### src/inc/sccc_map.vh
`ifndef SCCC_MAP_VH
`define SCCC_MAP_VH
// register offsets
`define SCCC_OFS_DIV_HI 8'h01
`define SCCC_OFS_DIV_LO 8'h02
`define SCCC_OFS_SYNC 8'h10
`define SCCC_OFS_CLAMP 8'h11
`define SCCC_OFS_PRE 8'h12
`define SCCC_OFS_POST 8'h13
`define SCCC_OFS_OUTP 8'h14
// reset values
`define SCCC_RST_DIV_HI 8'h69
`define SCCC_RST_DIV_LO 4'hd
`define SCCC_RST_SYNC 8'h40
`define SCCC_RST_CLAMP 8'h0a
`define SCCC_RST_PRE 8'h00
`define SCCC_RST_POST 8'h00
`define SCCC_RST_OUTP 8'he2
// field positions, sync register
`define SCCC_HPOL_OVR 7
`define SCCC_HPOL_IN 6
`define SCCC_HPOL_OUT 5
`define SCCC_HSRC_OVR 4
`define SCCC_HSRC_SEL 3
`define SCCC_VPOL_OUT 2
`define SCCC_VSRC_OVR 1
`define SCCC_VSRC_SEL 0
// field positions, clamp/coast register
`define SCCC_CLAMP_OFF 7
`define SCCC_CLAMP_R 6
`define SCCC_CLAMP_G 5
`define SCCC_CLAMP_B 4
`define SCCC_COAST_EN 3
`define SCCC_CPOL_OVR 2
`define SCCC_CPOL_IN 1
// field positions, output/power register
`define SCCC_DRIVE_HI 7
`define SCCC_DRIVE_LO 6
`define SCCC_BW_HIGH 5
`define SCCC_CLK_INV 4
`define SCCC_PDO_HIZ 3
`define SCCC_HDCP_ADR 2
`define SCCC_RUN 1
`endif

### src/hdl/sccc_wr_port.v
`timescale 1ns/100ps
`default_nettype none
// register storage cell: byte with write strobe and reset value
module sccc_wr_port #(
  parameter [7:0] RST_VAL = 8'h00
) (
  input wire sys_clk,
  input wire rst,
  input wire wr_en,
  input wire [7:0] wr_data,
  output reg [7:0] q_r
);
  // synchronous reset, last write wins
  always @(posedge sys_clk) begin
    if (rst) begin
      q_r <= RST_VAL;
    end else if (wr_en) begin
      q_r <= wr_data;
    end
  end
endmodule // sccc_wr_port
`default_nettype wire

### src/hdl/sccc_regs.v
`timescale 1ns/100ps
`default_nettype none
`include "sccc_map.vh"
module sccc_regs (
  input wire sys_clk,
  input wire rst,
  // byte-level access from the two-wire serial port engine
  input wire reg_wr,
  input wire reg_rd,
  input wire [7:0] reg_addr,
  input wire [7:0] reg_wdata,
  output reg [7:0] reg_rdata_r,
  output reg reg_rvalid_r,
  // status from the sync and interface blocks
  input wire hsync_pol_detected,
  input wire coast_pol_detected,
  input wire hsync_both_active,
  input wire digital_mode,
  // control outputs
  output reg [11:0] line_clock_divide_ratio_r,
  output reg hsync_in_high_r,
  output reg hsync_out_low_r,
  output reg hsync_from_green_channel_sync_r,
  output reg vsync_out_noninv_r,
  output reg vsync_src_force_r,
  output reg vsync_from_separator_r,
  output reg clamp_enable_r,
  output reg [2:0] clamp_midscale_r,
  output reg coast_enable_r,
  output reg coast_in_high_r,
  output reg [7:0] pre_coast_lines_r,
  output reg [7:0] post_coast_lines_r,
  output reg [1:0] drive_strength_r,
  output reg bandwidth_high_r,
  output reg data_clock_invert_r,
  output reg pixel_data_outputs_hiz_r,
  output reg hdcp_addr_bit_r,
  output reg power_down_r
);

  ////////////////////////////////////////////////////////////////////////////
  // address decode
  ////////////////////////////////////////////////////////////////////////////

  // one-hot write strobe for a given offset
  function wr_hit;
    input wr;
    input [7:0] addr;
    input [7:0] ofs;
    begin
      wr_hit = wr && (addr == ofs);
    end
  endfunction

  // stored register bytes
  wire [7:0] div_hi_q;
  wire [7:0] div_lo_q;
  wire [7:0] sync_source_polarity_control;
  wire [7:0] clamp_coast_control;
  wire [7:0] pre_coast_lines;
  wire [7:0] post_coast_lines;
  wire [7:0] output_power_control;
  wire div_lo_wr;
  wire div_hi_wr;
  wire sync_wr;
  wire clamp_wr;
  wire pre_wr;
  wire post_wr;
  wire outp_wr;

  // one strobe per mapped byte; unmapped offsets raise none, so writes there are lost
  assign div_lo_wr = wr_hit(reg_wr, reg_addr, `SCCC_OFS_DIV_LO);
  assign div_hi_wr = wr_hit(reg_wr, reg_addr, `SCCC_OFS_DIV_HI);
  assign sync_wr = wr_hit(reg_wr, reg_addr, `SCCC_OFS_SYNC);
  assign clamp_wr = wr_hit(reg_wr, reg_addr, `SCCC_OFS_CLAMP);
  assign pre_wr = wr_hit(reg_wr, reg_addr, `SCCC_OFS_PRE);
  assign post_wr = wr_hit(reg_wr, reg_addr, `SCCC_OFS_POST);
  assign outp_wr = wr_hit(reg_wr, reg_addr, `SCCC_OFS_OUTP);

  ////////////////////////////////////////////////////////////////////////////
  // storage
  ////////////////////////////////////////////////////////////////////////////

  // divider bytes; high byte is staged only, never applied by itself
  sccc_wr_port #(.RST_VAL(`SCCC_RST_DIV_HI)) u_div_hi (
    .sys_clk(sys_clk),
    .rst(rst),
    .wr_en(div_hi_wr),
    .wr_data(reg_wdata),
    .q_r(div_hi_q)
  );
  // low nibble lives in bits 7..4, lower bits read zero
  sccc_wr_port #(.RST_VAL({`SCCC_RST_DIV_LO, 4'h0})) u_div_lo (
    .sys_clk(sys_clk),
    .rst(rst),
    .wr_en(div_lo_wr),
    .wr_data({reg_wdata[7:4], 4'h0}),
    .q_r(div_lo_q)
  );
  sccc_wr_port #(.RST_VAL(`SCCC_RST_SYNC)) u_sync (
    .sys_clk(sys_clk),
    .rst(rst),
    .wr_en(sync_wr),
    .wr_data(reg_wdata),
    .q_r(sync_source_polarity_control)
  );
  // bit 0 of the clamp/coast byte is unused and reads zero
  sccc_wr_port #(.RST_VAL(`SCCC_RST_CLAMP)) u_clamp (
    .sys_clk(sys_clk),
    .rst(rst),
    .wr_en(clamp_wr),
    .wr_data({reg_wdata[7:1], 1'b0}),
    .q_r(clamp_coast_control)
  );
  sccc_wr_port #(.RST_VAL(`SCCC_RST_PRE)) u_pre (
    .sys_clk(sys_clk),
    .rst(rst),
    .wr_en(pre_wr),
    .wr_data(reg_wdata),
    .q_r(pre_coast_lines)
  );
  sccc_wr_port #(.RST_VAL(`SCCC_RST_POST)) u_post (
    .sys_clk(sys_clk),
    .rst(rst),
    .wr_en(post_wr),
    .wr_data(reg_wdata),
    .q_r(post_coast_lines)
  );
  // bit 0 here belongs to the 4:2:2 setting, stored but not decoded here
  sccc_wr_port #(.RST_VAL(`SCCC_RST_OUTP)) u_outp (
    .sys_clk(sys_clk),
    .rst(rst),
    .wr_en(outp_wr),
    .wr_data(reg_wdata),
    .q_r(output_power_control)
  );

  ////////////////////////////////////////////////////////////////////////////
  // read path
  ////////////////////////////////////////////////////////////////////////////

  reg [7:0] rdata_nxt;

  // unmapped offsets read zero; reads have no side effect
  always @* begin
    case (reg_addr)
      `SCCC_OFS_DIV_HI: rdata_nxt = div_hi_q;
      `SCCC_OFS_DIV_LO: rdata_nxt = div_lo_q;
      `SCCC_OFS_SYNC: rdata_nxt = sync_source_polarity_control;
      `SCCC_OFS_CLAMP: rdata_nxt = clamp_coast_control;
      `SCCC_OFS_PRE: rdata_nxt = pre_coast_lines;
      `SCCC_OFS_POST: rdata_nxt = post_coast_lines;
      `SCCC_OFS_OUTP: rdata_nxt = output_power_control;
      default: rdata_nxt = 8'h00;
    endcase
  end

  // read data lands one cycle after the read strobe
  always @(posedge sys_clk) begin
    if (rst) begin
      reg_rdata_r <= 8'h00;
      reg_rvalid_r <= 1'b0;
    end else begin
      reg_rvalid_r <= reg_rd;
      if (reg_rd) begin
        reg_rdata_r <= rdata_nxt;
      end
    end
  end

  ////////////////////////////////////////////////////////////////////////////
  // divide ratio update
  ////////////////////////////////////////////////////////////////////////////

  // take the high byte staged earlier with the new low nibble, so the pll
  // never sees a half-updated ratio while the controller writes byte by byte
  always @(posedge sys_clk) begin
    if (rst) begin
      line_clock_divide_ratio_r <= {`SCCC_RST_DIV_HI, `SCCC_RST_DIV_LO};
    end else if (div_lo_wr) begin
      line_clock_divide_ratio_r <= {div_hi_q, reg_wdata[7:4]};
    end
  end

  ////////////////////////////////////////////////////////////////////////////
  // sync selection
  ////////////////////////////////////////////////////////////////////////////

  reg hsync_in_high_nxt;
  reg hsync_green_nxt;
  reg coast_in_high_nxt;

  // override bits pick between the setting and the detected/auto choice
  always @* begin
    if (sync_source_polarity_control[`SCCC_HPOL_OVR]) begin
      hsync_in_high_nxt = sync_source_polarity_control[`SCCC_HPOL_IN];
    end else begin
      hsync_in_high_nxt = hsync_pol_detected;
    end
    // with no override and a single sync, the pin is the default source
    if (sync_source_polarity_control[`SCCC_HSRC_OVR] || hsync_both_active) begin
      hsync_green_nxt = sync_source_polarity_control[`SCCC_HSRC_SEL];
    end else begin
      hsync_green_nxt = 1'b0;
    end
    if (clamp_coast_control[`SCCC_CPOL_OVR]) begin
      coast_in_high_nxt = clamp_coast_control[`SCCC_CPOL_IN];
    end else begin
      coast_in_high_nxt = coast_pol_detected;
    end
  end

  // hsync group; registered so every control output comes straight from a flop
  always @(posedge sys_clk) begin
    if (rst) begin
      hsync_in_high_r <= 1'b1;
      hsync_out_low_r <= 1'b0;
      hsync_from_green_channel_sync_r <= 1'b0;
    end else begin
      hsync_in_high_r <= hsync_in_high_nxt;
      hsync_out_low_r <= sync_source_polarity_control[`SCCC_HPOL_OUT];
      hsync_from_green_channel_sync_r <= hsync_green_nxt;
    end
  end

  // vsync group; source choice only honoured under override, else the pin
  always @(posedge sys_clk) begin
    if (rst) begin
      vsync_out_noninv_r <= 1'b0;
      vsync_src_force_r <= 1'b0;
      vsync_from_separator_r <= 1'b0;
    end else begin
      vsync_out_noninv_r <= sync_source_polarity_control[`SCCC_VPOL_OUT];
      vsync_src_force_r <= sync_source_polarity_control[`SCCC_VSRC_OVR];
      vsync_from_separator_r <= sync_source_polarity_control[`SCCC_VSRC_OVR] &
                                sync_source_polarity_control[`SCCC_VSRC_SEL];
    end
  end

  // coast polarity; reset leaves it high, while coast itself comes out of reset enabled
  always @(posedge sys_clk) begin
    if (rst) begin
      coast_in_high_r <= 1'b1;
    end else begin
      coast_in_high_r <= coast_in_high_nxt;
    end
  end

  ////////////////////////////////////////////////////////////////////////////
  // clamp, coast, output and power
  ////////////////////////////////////////////////////////////////////////////

  genvar ch;
  // red, green, blue clamp level bits share one pattern
  generate
    for (ch = 0; ch < 3; ch = ch + 1) begin : g_clamp
      always @(posedge sys_clk) begin
        if (rst) begin
          clamp_midscale_r[ch] <= 1'b0;
        end else begin
          clamp_midscale_r[ch] <= clamp_coast_control[`SCCC_CLAMP_B + ch];
        end
      end
    end
  endgenerate

  // clamp and coast enables
  always @(posedge sys_clk) begin
    if (rst) begin
      clamp_enable_r <= 1'b1;
      coast_enable_r <= 1'b1;
    end else begin
      clamp_enable_r <= ~clamp_coast_control[`SCCC_CLAMP_OFF];
      coast_enable_r <= clamp_coast_control[`SCCC_COAST_EN];
    end
  end

  // coast line counts; plain copies, the sync block does the counting
  always @(posedge sys_clk) begin
    if (rst) begin
      pre_coast_lines_r <= `SCCC_RST_PRE;
      post_coast_lines_r <= `SCCC_RST_POST;
    end else begin
      pre_coast_lines_r <= pre_coast_lines;
      post_coast_lines_r <= post_coast_lines;
    end
  end

  // output drive, bandwidth and data clock polarity
  always @(posedge sys_clk) begin
    if (rst) begin
      drive_strength_r <= 2'h3;
      bandwidth_high_r <= 1'b1;
      data_clock_invert_r <= 1'b0;
    end else begin
      drive_strength_r <= output_power_control[`SCCC_DRIVE_HI:`SCCC_DRIVE_LO];
      bandwidth_high_r <= output_power_control[`SCCC_BW_HIGH];
      data_clock_invert_r <= output_power_control[`SCCC_CLK_INV];
    end
  end

  // pixel output hiz only obeyed in digital mode; analog keeps driving
  always @(posedge sys_clk) begin
    if (rst) begin
      pixel_data_outputs_hiz_r <= 1'b0;
    end else begin
      pixel_data_outputs_hiz_r <= output_power_control[`SCCC_PDO_HIZ] &
                                  digital_mode;
    end
  end

  // hdcp address bit and power-down; power-down is the inverse of the run bit
  always @(posedge sys_clk) begin
    if (rst) begin
      hdcp_addr_bit_r <= 1'b0;
      power_down_r <= 1'b0;
    end else begin
      hdcp_addr_bit_r <= output_power_control[`SCCC_HDCP_ADR];
      power_down_r <= ~output_power_control[`SCCC_RUN];
    end
  end

endmodule // sccc_regs
`default_nettype wire

### config.mk
export PLATFORM = sky130hd
export DESIGN_NAME = sccc_regs
export DESIGN_NICKNAME = d
export VERILOG_FILES = /design/src/hdl/sccc_wr_port.v /design/src/hdl/sccc_regs.v
export VERILOG_INCLUDE_DIRS = /design/src /design/src/inc
export SDC_FILE = /design/constraint.sdc
export NUM_CORES = 1
export LEC_CHECK = 0
export ABC_CLOCK_PERIOD_IN_PS = 2850
export BUFFER_PORTS_ARGS = -buffer_cell sky130_fd_sc_hd__buf_2
export CORE_ASPECT_RATIO = 0.9
export CORE_MARGIN = 5
export CORE_UTILIZATION = 59
export CTS_CLUSTER_DIAMETER = 120
export DETAILED_ROUTE_END_ITERATION = 8
export PLACE_DENSITY = 0.93
export SLEW_MARGIN = 20
export SYNTH_ARGS = -nofsm -noshare
export SYNTH_HDL_FRONTEND = slang
export SYNTH_HIERARCHICAL = 1
export SYNTH_SLANG_ARGS = --single-unit
### constraint.sdc
create_clock -name sys_clk -period 2.85 [get_ports sys_clk]
set_clock_uncertainty 0.2 [all_clocks]
set_input_delay 0.57 -clock sys_clk [delete_from_list [all_inputs] [get_ports sys_clk]]
set_output_delay 0.57 -clock sys_clk [all_outputs]
set_load 0.03 [all_outputs]
==> implementation parameters, run 1 <==
Parameter                              Value

Layout
  Commonest non-fill, non-tap cell in the layout ... sky130_fd_sc_hd__dfxtp_1
  Fraction of layout instances using a drive strength above 1 ... 25.4%
  Area of all sequential standard cells ... 0.00224 mm²
  Area used by multi-input combinational logic ... 0.00195 mm²
  Count of nets after finishing ... 523
  Most frequent cells in the layout ... 112 x sky130_fd_sc_hd__dfxtp_1, 79 x sky130_fd_sc_hd__buf_2, 64 x sky130_fd_sc_hd__nor2_1
  Number of antenna repair diodes ... 0
  Filler Cells Inserted ... 528
  Synthesis-to-finish area growth ... 14.7%

Drt
  Total routed wirelength ... 10500 µm
  First-pass detailed-route iteration total ... 6
  Via-to-Cell Ratio ... 5.64
  Average wire per cell in the routed design ... 17.6 µm
  Initial DRC count ... 261
  Remaining DRCs ... 0
  Via count ... roughly 3400
  Number of routed nets with antenna violations ... 0

STA
  Max-slew violations ... 0
  Final hold slack ... 221 ps
  Count of endpoints failing hold in the final timing report ... 0
  Minimum clock period ... 2210 ps
  Setup TNS ... 0 ps
  Number of setup violations in the final report ... 0
  Max_slew headroom ... 63.3%
  Period Utilization, post-route ... around 77%
  Pin slew with the least headroom to its limit ... about 540 ps
  Unrepaired setup endpoints after global routing ... false
  Highest achievable clock rate ... about 450 MHz

Power and ir drop
  Total power divided by cell area ... 528 mW/mm²
  Static Leak ... approximately 2 nW
  Worst supply voltage drop on vdd ... 0.384 mV

CTS
  Clock root buffer ... sky130_fd_sc_hd__clkbuf_8
  Clock latency of the later-clocked register in the worst-skew pair ... 370 ps
  Cts bufs inserted ... 9
  Clk slew on worst S/H paths ... 100 ps
  Total number of H-tree levels ... 3
  Number of gates resized after CTS ... 0
  Deepest clock path buffer count ... 2
  Clock tree sinks ... 112
  Clock tree from TritonCTS ... built
  Post-cts hold buffer count ... 0
  Number of buffers inserted by post-CTS setup repair ... 0

Yosys
  Dominant synthesized flop cell ... sky130_fd_sc_hd__dfxtp_1
  Simple-gate share of the synthesized area ... 19.7%
  Yosys warning count ... 6
  XOR/XNOR share of the synthesized area ... 0%
  Share of flip-flops with an asynchronous set or reset after synthesis ... 0%
  Yosys cell types ... 43
  Mean area per synthesized cell ... approximately 10 µm²
  Netlist area before placement ... 0.00437 mm²
  Post-synthesis compound-gate area fraction ... between 10% and 20%
  Largest family of logic cells by synthesized area ... simple AND/OR/NAND/NOR gates
  Adder-Cell Fraction of Synth Area ... 0%
  Share of synthesized area spent on multiplexers ... 13.6%
  Number of synthesized register bits ... 112
  Post-synthesis cell count ... about 420
  Proportion of synthesized chip area in sequential cells ... about 51%
  EDFF count, synth ... 0

Outcome
  Status ... finished, final reports clean

Floorplan
  Vertical extent of the die ... 91.7 µm
  Core region area ... 0.00715 mm²
  Horiz. Die Dim ... 101 µm
  Die area ... 0.00923 mm²
  Number of primary I/O pins ... 80
  Effective utilization at floorplan ... 61.1%
  Number of placement rows ... 29

Worst setup path
  Data arrival at the endpoint of the critical path ... 2270 ps
  CP Capture Type ... register
  Startpoint class of the critical path ... input pin
  Maximum fanout along the worst path ... 8
  Worst path cell trace ... buf_2, nor4_2, nand4b_1, nor3b_1, buf_4, mux2i_1, nor2_1
  Critical-path cell with the highest stage delay ... sky130_fd_sc_hd__nor4_2
  Peak per-stage delay on the critical path ... 520 ps
  Kind of critical path ... input pin to register
  CP required ... 2910 ps

Global routing
  Via count of the first global-routing pass ... roughly 3200
  Global-route wire length before repair ... 16700 µm
  Pin count of the biggest net entering global routing ... between 90 and 100
  Antenna violations before repair ... 0
  Grt ovf ... 0
  All-Layer GR Usage ... 23.3%

Placement
  # port buffers ... between 70 and 80
  Hpwl dp ... 7470 µm
  Final RePlAce weighted congestion ... 1.01

Job
  Maxcap violations ... 0

Hold path
  Class of the worst hold path ... input pin to register
cell usage after synthesis (2+ instances only):
| cell type | n | area [µm²] |
|---|---|---|
| sky130_fd_sc_hd__and3_1 | 3 | 18.8 |
| sky130_fd_sc_hd__inv_1 | 3 | 11.3 |
| sky130_fd_sc_hd__nand2b_1 | 4 | 25.0 |
| sky130_fd_sc_hd__o21ai_0 | 5 | 25.0 |
| sky130_fd_sc_hd__buf_6 | 7 | 78.8 |
| sky130_fd_sc_hd__a211o_1 | 15 | 131 |
| sky130_fd_sc_hd__buf_2 | 4 | 20.0 |
| sky130_fd_sc_hd__nor2b_2 | 9 | 78.8 |
| sky130_fd_sc_hd__nor2_1 | 64 | 240 |
| sky130_fd_sc_hd__a22oi_1 | 2 | 15.0 |
| sky130_fd_sc_hd__o311ai_1 | 2 | 17.5 |
| sky130_fd_sc_hd__mux2_2 | 4 | 45.0 |
| sky130_fd_sc_hd__nor3b_1 | 4 | 30.0 |
| sky130_fd_sc_hd__nand2_1 | 6 | 22.5 |
| sky130_fd_sc_hd__a221oi_1 | 8 | 70.1 |
| sky130_fd_sc_hd__dfxtp_1 | 112 | 2240 |
| sky130_fd_sc_hd__a22o_1 | 4 | 35.0 |
| sky130_fd_sc_hd__mux2i_1 | 55 | 551 |
| sky130_fd_sc_hd__clkbuf_1 | 10 | 37.5 |
| sky130_fd_sc_hd__buf_4 | 3 | 22.5 |
| sky130_fd_sc_hd__a21oi_1 | 10 | 50.1 |
| sky130_fd_sc_hd__a2111oi_0 | 3 | 26.3 |
| sky130_fd_sc_hd__nor3_1 | 15 | 75.1 |
| sky130_fd_sc_hd__and2b_1 | 2 | 15.0 |
| sky130_fd_sc_hd__nand3_1 | 2 | 10.0 |
| sky130_fd_sc_hd__buf_1 | 4 | 15.0 |
| sky130_fd_sc_hd__a221o_1 | 3 | 30.0 |
| sky130_fd_sc_hd__clkbuf_2 | 2 | 10.0 |
| sky130_fd_sc_hd__nand3b_1 | 7 | 52.6 |
| sky130_fd_sc_hd__or2_2 | 5 | 31.3 |
| sky130_fd_sc_hd__nor2b_1 | 34 | 213 |
power by group:
part           switching, W  internal (W)  leakage, nW  total [W]
sequential       0.00000183       0.00157        0.904    0.00157
clock              0.000504      0.000433       0.0928   0.000937
combinational     0.0000997     0.0000445         1.02   0.000144
stage by stage:
| stage | total power [W] | util, % | setup slack (ps) | std cells | instance area, µm² |
|---|---|---|---|---|---|
| 2_1_floorplan | 0.00169 | - | 717 | 427 | 4390 |
| 3_3_place_gp | 0.00174 | 67.4 | 345 | 581 | 4820 |
| 3_5_place_dp | 0.00175 | 67.4 | 312 | 581 | 4820 |
| 4_1_cts | 0.00267 | 70.2 | 697 | 597 | 5010 |
| 5_1_grt | 0.00276 | 70.2 | 541 | 597 | 5010 |
| 6_report | 0.00265 | 70.2 | 645 | 597 | 5010 |
final cells by class:
type | count | share of cell area [%]
Clock inverter | 4 | 1.07
Sequential cell | 112 | 44.7
Multi-Input combinational cell | 282 | 38.8
Tap cell | 93 | 2.32
Timing Repair Buffer | 91 | 9.93
Inverter | 3 | 0.225
Clock buffer | 12 | 2.89
flip-flops by register name, summed over array words and instances (netlist names), 2 cells and up:
| name | cells |
|---|---|
| clamp_midscale_r | 3 |
| drive_strength_r | 2 |
| line_clock_divide_ratio_r | 12 |
| post_coast_lines_r | 8 |
| pre_coast_lines_r | 8 |
| reg_rdata_r | 8 |
| u_clamp/q_r | 8 |
| u_div_hi/q_r | 8 |
| u_div_lo/q_r | 8 |
| u_outp/q_r | 8 |
| u_post/q_r | 8 |
| u_pre/q_r | 8 |
| u_sync/q_r | 8 |
logic make-up (layout without fill, tap and decap cells):
group / Yosys count / after routing
muxes: 59 / 59
AOI/OAI and AO/OA: 58 / 58
DFF: 112 / 112
other: 1 / 5
buffers and inverters: 33 / 110
and+or+nand+nor: 160 / 160
metal layers:
layer | GRT usage, % | up-vias | wire (µm)
li1 | - | 1617 | -
met4 | 8.64 | 0 | 253
met2 | 37.3 | 147 | 5090
met3 | 4.93 | 24 | 825
met5 | 0 | - | 0
met1 | 30.9 | 1577 | 4320
path summary, 6_finish.rpt:
check                                    from                             endpoint  slack, ps  cells after the start
setup / recovery                  reg_addr[5]            u_pre/q_r[7]$_SDFFE_PP0P_        640                      7
hold reg to reg   u_clamp/q_r[7]$_SDFFE_PP0P_            clamp_enable_r$_SDFF_PP1_        240                      1
setup reg to reg  u_clamp/q_r[2]$_SDFFE_PP0P_          reg_rdata_r[2]$_SDFFE_PP0P_       1150                      4
hold / removal                   digital_mode  pixel_data_outputs_hiz_r$_SDFF_PP0_        220                      3
worst max-delay path: cells and delay by family:
| kind | cells | cell delay (ps) |
|---|---|---|
| AND/OR/NAND/NOR | 4 | 1130 |
| buffers and inverters | 2 | 340 |
| multiplexers | 1 | 230 |
Note: power is estimated with default switching activity, not from simulation.
==> run 2: changes to the inputs <==
--- a/config.mk
+++ b/config.mk
@@ -6,14 +6,14 @@
 export SDC_FILE = /design/constraint.sdc
 export NUM_CORES = 1
 export LEC_CHECK = 0
-export ABC_CLOCK_PERIOD_IN_PS = 2850
+export ABC_CLOCK_PERIOD_IN_PS = 2200
 export BUFFER_PORTS_ARGS = -buffer_cell sky130_fd_sc_hd__buf_2
 export CORE_ASPECT_RATIO = 0.9
 export CORE_MARGIN = 5
-export CORE_UTILIZATION = 59
+export CORE_UTILIZATION = 55
 export CTS_CLUSTER_DIAMETER = 120
 export DETAILED_ROUTE_END_ITERATION = 8
-export PLACE_DENSITY = 0.93
+export PLACE_DENSITY = 0.88
 export SLEW_MARGIN = 20
 export SYNTH_ARGS = -nofsm -noshare
 export SYNTH_HDL_FRONTEND = slang
==> constraint.sdc (replaced) <==
create_clock -name sys_clk -period 2.2 [get_ports sys_clk]
set_clock_uncertainty 0.2 [all_clocks]
set_input_delay 0.44 -clock sys_clk [delete_from_list [all_inputs] [get_ports sys_clk]]
set_output_delay 0.44 -clock sys_clk [all_outputs]
set_load 0.03 [all_outputs]
==> implementation parameters, run 2 (synthesis results as in run 1) <==
Parameter                              Value

Power and ir drop
  Worst supply voltage drop on vdd ... 0.612 mV (+59%)
  Total power divided by cell area ... 643 mW/mm² (+22%)
  Static Leak ... 2.05 nW (+1.9%)
  Tot Pwr ... 0.00325 W (+23%)

STA
  Highest achievable clock rate ... 510 MHz
  Worst Slack Setup Final ... 238 ps (-406 ps)
  Setup TNS ... 0 ps (unchanged)
  Period Utilization, post-route ... 89.2%
  Count of endpoints failing hold in the final timing report ... 0 (unchanged)
  Max_slew headroom ... 48.6% (-15 points)
  Final hold slack ... 92.7 ps (-128 ps)
  Pin slew with the least headroom to its limit ... 772 ps (+234 ps)
  Number of setup violations in the final report ... 0 (unchanged)
  Unrepaired setup endpoints after global routing ... false
  Minimum clock period ... 1960 ps
  Max-slew violations ... 0 (unchanged)

CTS
  Number of buffers inserted by post-CTS setup repair ... 0 (unchanged)
  Cts bufs inserted ... 9 (unchanged)
  Clock tree sinks ... 112 (unchanged)
  Deepest clock path buffer count ... 2 (unchanged)
  Number of gates resized after CTS ... 0 (unchanged)
  Clock tree from TritonCTS ... built
  Clock root buffer ... sky130_fd_sc_hd__clkbuf_8
  Total number of H-tree levels ... 3 (unchanged)
  Clock latency of the later-clocked register in the worst-skew pair ... 360 ps (about the same)
  Clk slew on worst S/H paths ... 90 ps (about the same)
  Post-cts hold buffer count ... 0 (unchanged)

Worst setup path
  CP Capture Type ... register
  Worst path cell trace ... buf_2, nor4_2, nand4b_1, nor3b_1, buf_4, mux2i_1, nor2_1
  Data arrival at the endpoint of the critical path ... 1980 ps (-290 ps)
  R2r endpoint ... reg_rdata_r[2]$_SDFFE_PP0P_
  Peak per-stage delay on the critical path ... 370 ps (-150 ps)
  Kind of critical path ... input pin to register
  Critical-path cell with the highest stage delay ... sky130_fd_sc_hd__nor4_2
  Startpoint of the lowest-slack register-to-register path ... u_clamp/q_r[2]$_SDFFE_PP0P_
  R2R setup slack ... 510 ps (-640 ps)
  Reg2reg path depth ... 4 (unchanged)
  Maximum fanout along the worst path ... 8 (unchanged)
  CP required ... 2220 ps (-690 ps)
  Startpoint class of the critical path ... input pin

Hold path
  Hold depth ... 3 (unchanged)
  Class of the worst hold path ... input pin to register
  Hold path startpoint ... digital_mode
  WHS Endpoint ... pixel_data_outputs_hiz_r$_SDFF_PP0_

Layout
  Area used by multi-input combinational logic ... 0.00195 mm² (unchanged)
  Commonest non-fill, non-tap cell in the layout ... sky130_fd_sc_hd__dfxtp_1
  Number of antenna repair diodes ... 0 (unchanged)
  Post-route insts no fill ... 609 (+2.0%)
  Largest register FFs ... 12 (unchanged)
  Synthesis-to-finish area growth ... 15.7%
  Count of nets after finishing ... 534 (+2.1%)
  Most frequent cells in the layout ... 112 x sky130_fd_sc_hd__dfxtp_1, 79 x sky130_fd_sc_hd__buf_2, 64 x sky130_fd_sc_hd__nor2_1
  Fraction of layout instances using a drive strength above 1 ... 26.7% (+1.3 points)
  Filler Cells Inserted ... 642 (+22%)
  Area of all sequential standard cells ... 0.00224 mm² (unchanged)
  Top reg by flops ... line_clock_divide_ratio_r

Drt
  First-pass detailed-route iteration total ... 6 (unchanged)
  Total routed wirelength ... 10400 µm (-0.37%)
  Remaining DRCs ... 0 (unchanged)
  Number of routed nets with antenna violations ... 0 (unchanged)
  Average wire per cell in the routed design ... 17.1 µm (-2.3%)
  Initial DRC count ... 258 (-1.1%)
  Via-to-Cell Ratio ... 5.54 (-1.7%)
  Via count ... 3374 (+0.27%)

Global routing
  All-Layer GR Usage ... 21.5% (-1.8 points)
  Via count of the first global-routing pass ... 3360 (+3.8%)
  Antenna violations before repair ... 1 (+1)
  Pin count of the biggest net entering global routing ... 83 (-14%)
  Grt ovf ... 0 (unchanged)
  Global-route wire length before repair ... 16800 µm (+0.70%)

Placement
  Final RePlAce weighted congestion ... 0.921 (-8.7%)
  Hpwl dp ... 7570 µm (+1.3%)
  Number of instances in the placed design ... 595 (+2.4%)
  # port buffers ... 79 (unchanged)
  Pre-CTS worst setup slack ... -95.5 ps (-408 ps)

Floorplan
  Number of placement rows ... 30 (+3.4%)
  Core region area ... 0.00766 mm² (+7.1%)
  Die area ... 0.00983 mm² (+6.5%)
  Horiz. Die Dim ... 104 µm (+3.2%)
  Effective utilization at floorplan ... 57.1% (-4.1 points)
  Number of primary I/O pins ... 80 (unchanged)
  Vertical extent of the die ... 94.6 µm (+3.2%)

Outcome
  Status ... finished, final reports clean

Job
  Maxcap violations ... 0 (unchanged)
==> run 2: cell count changes in the layout (fill, tap and decap cells not counted) <==
cell	before	now
sky130_fd_sc_hd__clkinvlp_4	2	1
sky130_fd_sc_hd__buf_4	11	22
sky130_fd_sc_hd__clkinv_2	0	1
sky130_fd_sc_hd__bufinv_16	1	0
sky130_fd_sc_hd__clkbuf_8	10	9
==> run 2: critical path: cells and delay by family <==
| kind | cells | cell delay (ps) |
|---|---|---|
| and+or+nand+nor | 4 | 970 |
| buffers and inverters | 2 | 350 |
| muxes | 1 | 220 |
==> run 2: how the worst max path moves through the flow <==
stage,from,to,cells after the start
floorplan,reg_addr[4],u_pre/q_r[0]$_SDFFE_PP0P_,7
global placement,reg_addr[5],u_pre/q_r[4]$_SDFFE_PP0P_,7
detailed placement,reg_addr[5],u_pre/q_r[4]$_SDFFE_PP0P_,7
CTS,reg_addr[5],u_pre/q_r[4]$_SDFFE_PP0P_,7
global route,reg_addr[5],u_pre/q_r[7]$_SDFFE_PP0P_,7
finish,reg_addr[5],u_pre/q_r[4]$_SDFFE_PP0P_,7
==> run 2: metal layers <==
layer	global-route usage, %	share of wire, %	up-vias
li1	-	-	1638
met1	26.9	42	1592
met2	35.7	48	130
met3	6.36	9.3	12
met4	7.55	0.85	2
met5	0	0.11	-
==> run 2: power breakdown <==
part           internal (W)  switching [W]  leakage [nW]
sequential          0.00203     0.00000223         0.904
clock              0.000401       0.000621        0.0752
combinational     0.0000650       0.000132          1.07
==> run 2: cell type report <==
cell class / instances / share of cell area (%)
Inverter: 3 / 0.223
Sequential cell: 112 / 44.4
Tap cell: 96 / 2.38
Clock buffer: 11 / 2.60
Timing Repair Buffer: 102 / 11.5
Clock inverter: 3 / 0.421
Multi-Input combinational cell: 282 / 38.5
==> run 2: stage by stage <==
step	area, µm²	utilization [%]
after global placement	4900	64.0
after global routing	5050	66.0
final	5050	66.0
after CTS	5050	66.0
after detailed placement	4900	64.0
after floorplan	4390	-
==> run 3: changes to the inputs <==
--- a/config.mk
+++ b/config.mk
@@ -8,12 +8,13 @@
 export LEC_CHECK = 0
 export ABC_CLOCK_PERIOD_IN_PS = 2200
 export BUFFER_PORTS_ARGS = -buffer_cell sky130_fd_sc_hd__buf_2
-export CORE_ASPECT_RATIO = 0.9
+export CORE_ASPECT_RATIO = 1.1
 export CORE_MARGIN = 5
 export CORE_UTILIZATION = 55
 export CTS_CLUSTER_DIAMETER = 120
 export DETAILED_ROUTE_END_ITERATION = 8
 export PLACE_DENSITY = 0.88
+export SETUP_SLACK_MARGIN = 0.02
 export SLEW_MARGIN = 20
 export SYNTH_ARGS = -nofsm -noshare
 export SYNTH_HDL_FRONTEND = slang
==> implementation parameters, run 3 (synthesis results as in run 1) <==
Parameter                              Value

Placement
  Hpwl dp ... 7680 µm (+1.4%)
  Final RePlAce weighted congestion ... 0.984 (+6.9%)
  # port buffers ... 79 (unchanged)

Outcome
  Status ... finished, final reports clean

Worst setup path
  Maximum fanout along the worst path ... 9 (+1)
  Worst path cell trace ... buf_2, nor4_2, nand4b_1, nor3_1, buf_4, mux2i_1, nor2_1
  Startpoint of the lowest-slack register-to-register path ... u_clamp/q_r[5]$_SDFFE_PP0P_
  CP Capture Type ... register
  Startpoint class of the critical path ... input pin
  Kind of critical path ... input pin to register
  CP required ... 2240 ps (+20 ps)
  Reg2reg path depth ... 4 (unchanged)
  R2R setup slack ... 480 ps (-30 ps)
  R2r endpoint ... reg_rdata_r[5]$_SDFFE_PP0P_
  Critical-path cell with the highest stage delay ... sky130_fd_sc_hd__nor4_2
  Peak per-stage delay on the critical path ... 340 ps (-30 ps)
  Data arrival at the endpoint of the critical path ... 1880 ps (-100 ps)

Power and ir drop
  Tot Pwr ... 0.00349 W (+7.3%)
  Sw Pwr ... 0.000820 W (+8.6%)
  Worst supply voltage drop on vdd ... 0.428 mV (-30%)
  Share of total power consumed by net switching ... 23.5% (+0.29 points)
  Seq pwr share ... 58.3% (-4.2 points)
  Static Leak ... 2.09 nW (+1.9%)
  Total power divided by cell area ... 679 mW/mm² (+5.5%)
  Internal power contribution ... 0.00267 W (+6.8%)
  Share of total power in combinational logic ... 5.5% (-0.5 points)
  Clock share of power ... 36.2% (+4.8 points)

CTS
  Number of buffers inserted by post-CTS setup repair ... 0 (unchanged)
  Clk slew on worst S/H paths ... 100 ps (about the same)
  Clock latency of the later-clocked register in the worst-skew pair ... 370 ps (about the same)
  Clock tree sinks ... 112 (unchanged)
  Total number of H-tree levels ... 3 (unchanged)
  Clock tree from TritonCTS ... built
  Cts bufs inserted ... 9 (unchanged)
  Post-cts hold buffer count ... 0 (unchanged)
  Number of gates resized after CTS ... 0 (unchanged)
  Deepest clock path buffer count ... 2 (unchanged)
  Clock root buffer ... sky130_fd_sc_hd__clkbuf_8

Drt
  Average wire per cell in the routed design ... 16.6 µm (-3.0%)
  First-pass detailed-route iteration total ... 4 (-2)
  Initial DRC count ... 163 (-37%)
  Remaining DRCs ... 0 (unchanged)
  Number of routed nets with antenna violations ... 0 (unchanged)
  Total routed wirelength ... 10400 µm (-0.27%)
  Via count ... 3360 (-0.41%)
  Via-to-Cell Ratio ... 5.37 (-3.1%)

Layout
  Most frequent cells in the layout ... 112 x sky130_fd_sc_hd__dfxtp_1, 79 x sky130_fd_sc_hd__buf_2, 64 x sky130_fd_sc_hd__nor2_1
  Fraction of layout instances using a drive strength above 1 ... 27.8% (+1.1 points)
  Count of nets after finishing ... 537 (+0.56%)
  Largest register FFs ... 12 (unchanged)
  Number of antenna repair diodes ... 0 (unchanged)
  Final cell utilization of the core ... 65.6% (-0.36 points)
  Top reg by flops ... line_clock_divide_ratio_r
  Commonest non-fill, non-tap cell in the layout ... sky130_fd_sc_hd__dfxtp_1
  Filler Cells Inserted ... 665 (+3.6%)
  Synthesis-to-finish area growth ... 17.6%

Global routing
  Via count of the first global-routing pass ... 3285 (-2.2%)
  Grt ovf ... 0 (unchanged)
  Antenna violations before repair ... 0 (-1)
  Pin count of the biggest net entering global routing ... 65 (-22%)
  Global-route wire length before repair ... 16300 µm (-3.4%)
  All-Layer GR Usage ... 22.0% (+0.50 points)

STA
  Count of endpoints failing hold in the final timing report ... 0 (unchanged)
  Pin slew with the least headroom to its limit ... 598 ps (-173 ps)
  Max_slew headroom ... 60.1% (+12 points)
  Max-slew violations ... 0 (unchanged)
  Unrepaired setup endpoints after global routing ... false
  Number of setup violations in the final report ... 0 (unchanged)
  Minimum clock period ... 1840 ps (-119 ps)
  Highest achievable clock rate ... 543 MHz (+6.5%)
  Period Utilization, post-route ... 83.8% (-5.4 points)

Hold path
  Hold path startpoint ... digital_mode
  Hold depth ... 3 (unchanged)
  Class of the worst hold path ... input pin to register
  WHS Endpoint ... pixel_data_outputs_hiz_r$_SDFF_PP0_

Job
  Maxcap violations ... 0 (unchanged)

Floorplan
  Horiz. Die Dim ... 95.0 µm (-8.6%)
  Effective utilization at floorplan ... 55.8% (-1.2 points)
  Die area ... 0.00983 mm² (about the same)
  Vertical extent of the die ... 103 µm (+9.4%)
  Number of placement rows ... 34 (+13%)
  Core region area ... 0.00783 mm² (+2.2%)
  Number of primary I/O pins ... 80 (unchanged)
[run 3: worst max path at each step]
stage	end	from	slack (ps)
final	u_sync/q_r[2]$_SDFFE_PP0P_	reg_addr[5]	360
after global routing	u_pre/q_r[0]$_SDFFE_PP0P_	reg_addr[5]	130
after CTS	u_sync/q_r[2]$_SDFFE_PP0P_	reg_addr[5]	370
after detailed placement	u_sync/q_r[2]$_SDFFE_PP0P_	reg_addr[5]	-30
after global placement	u_pre/q_r[1]$_SDFFE_PP0P_	reg_addr[5]	-3
after floorplan	u_pre/q_r[0]$_SDFFE_PP0P_	reg_addr[4]	200
[run 3: power by group through the flow]
stage	registers, W	clock network (W)	logic, W
after floorplan	0.00209	0	0.000101
after global placement	0.00208	0	0.000185
after detailed placement	0.00208	0	0.000190
after CTS	0.00203	0.00128	0.000191
after global routing	0.00203	0.00138	0.000207
final	0.00203	0.00126	0.000193
[run 3: worst max-delay path, delay by kind of cell]
kind / cells / cell delay, ps
muxes: 1 / 230
buffers and inverters: 2 / 350
and+or+nand+nor: 4 / 860
[run 3: metal layers]
metal	vias to the layer above	share of wire, %	global-route usage [%]
met5	-	0	0
met4	0	2.9	10.9
met3	20	6.2	5.21
met2	101	50	37.6
met1	1592	41	26.0
li1	1647	-	-
[run 3: final cells by class]
| cell class | count | area [µm²] | area share (%) |
|---|---|---|---|
| sequential | 112 | 2240 | 43.6 |
| multi-input combinational | 282 | 1950 | 37.9 |
| timing repair buffer | 105 | 591 | 11.5 |
| clock buffer | 10 | 138 | 2.68 |
| tap | 108 | 135 | 2.63 |
| clock inverter | 6 | 73.8 | 1.44 |
| inverter | 3 | 11.3 | 0.219 |
[run 3: per-stage QoR]
stage	hold WS, ps	instance area, µm²	cells	TNS [ps]	setup WS [ps]
2_1_floorplan	182	4390	427	0	197
6_report	84.8	5140	626	0	357
4_1_cts	73.8	5140	626	0	373
3_5_place_dp	212	4930	610	-52.4	-27.2
5_1_grt	88.2	5140	626	0	131
3_3_place_gp	211	4930	610	-2.54	-2.54
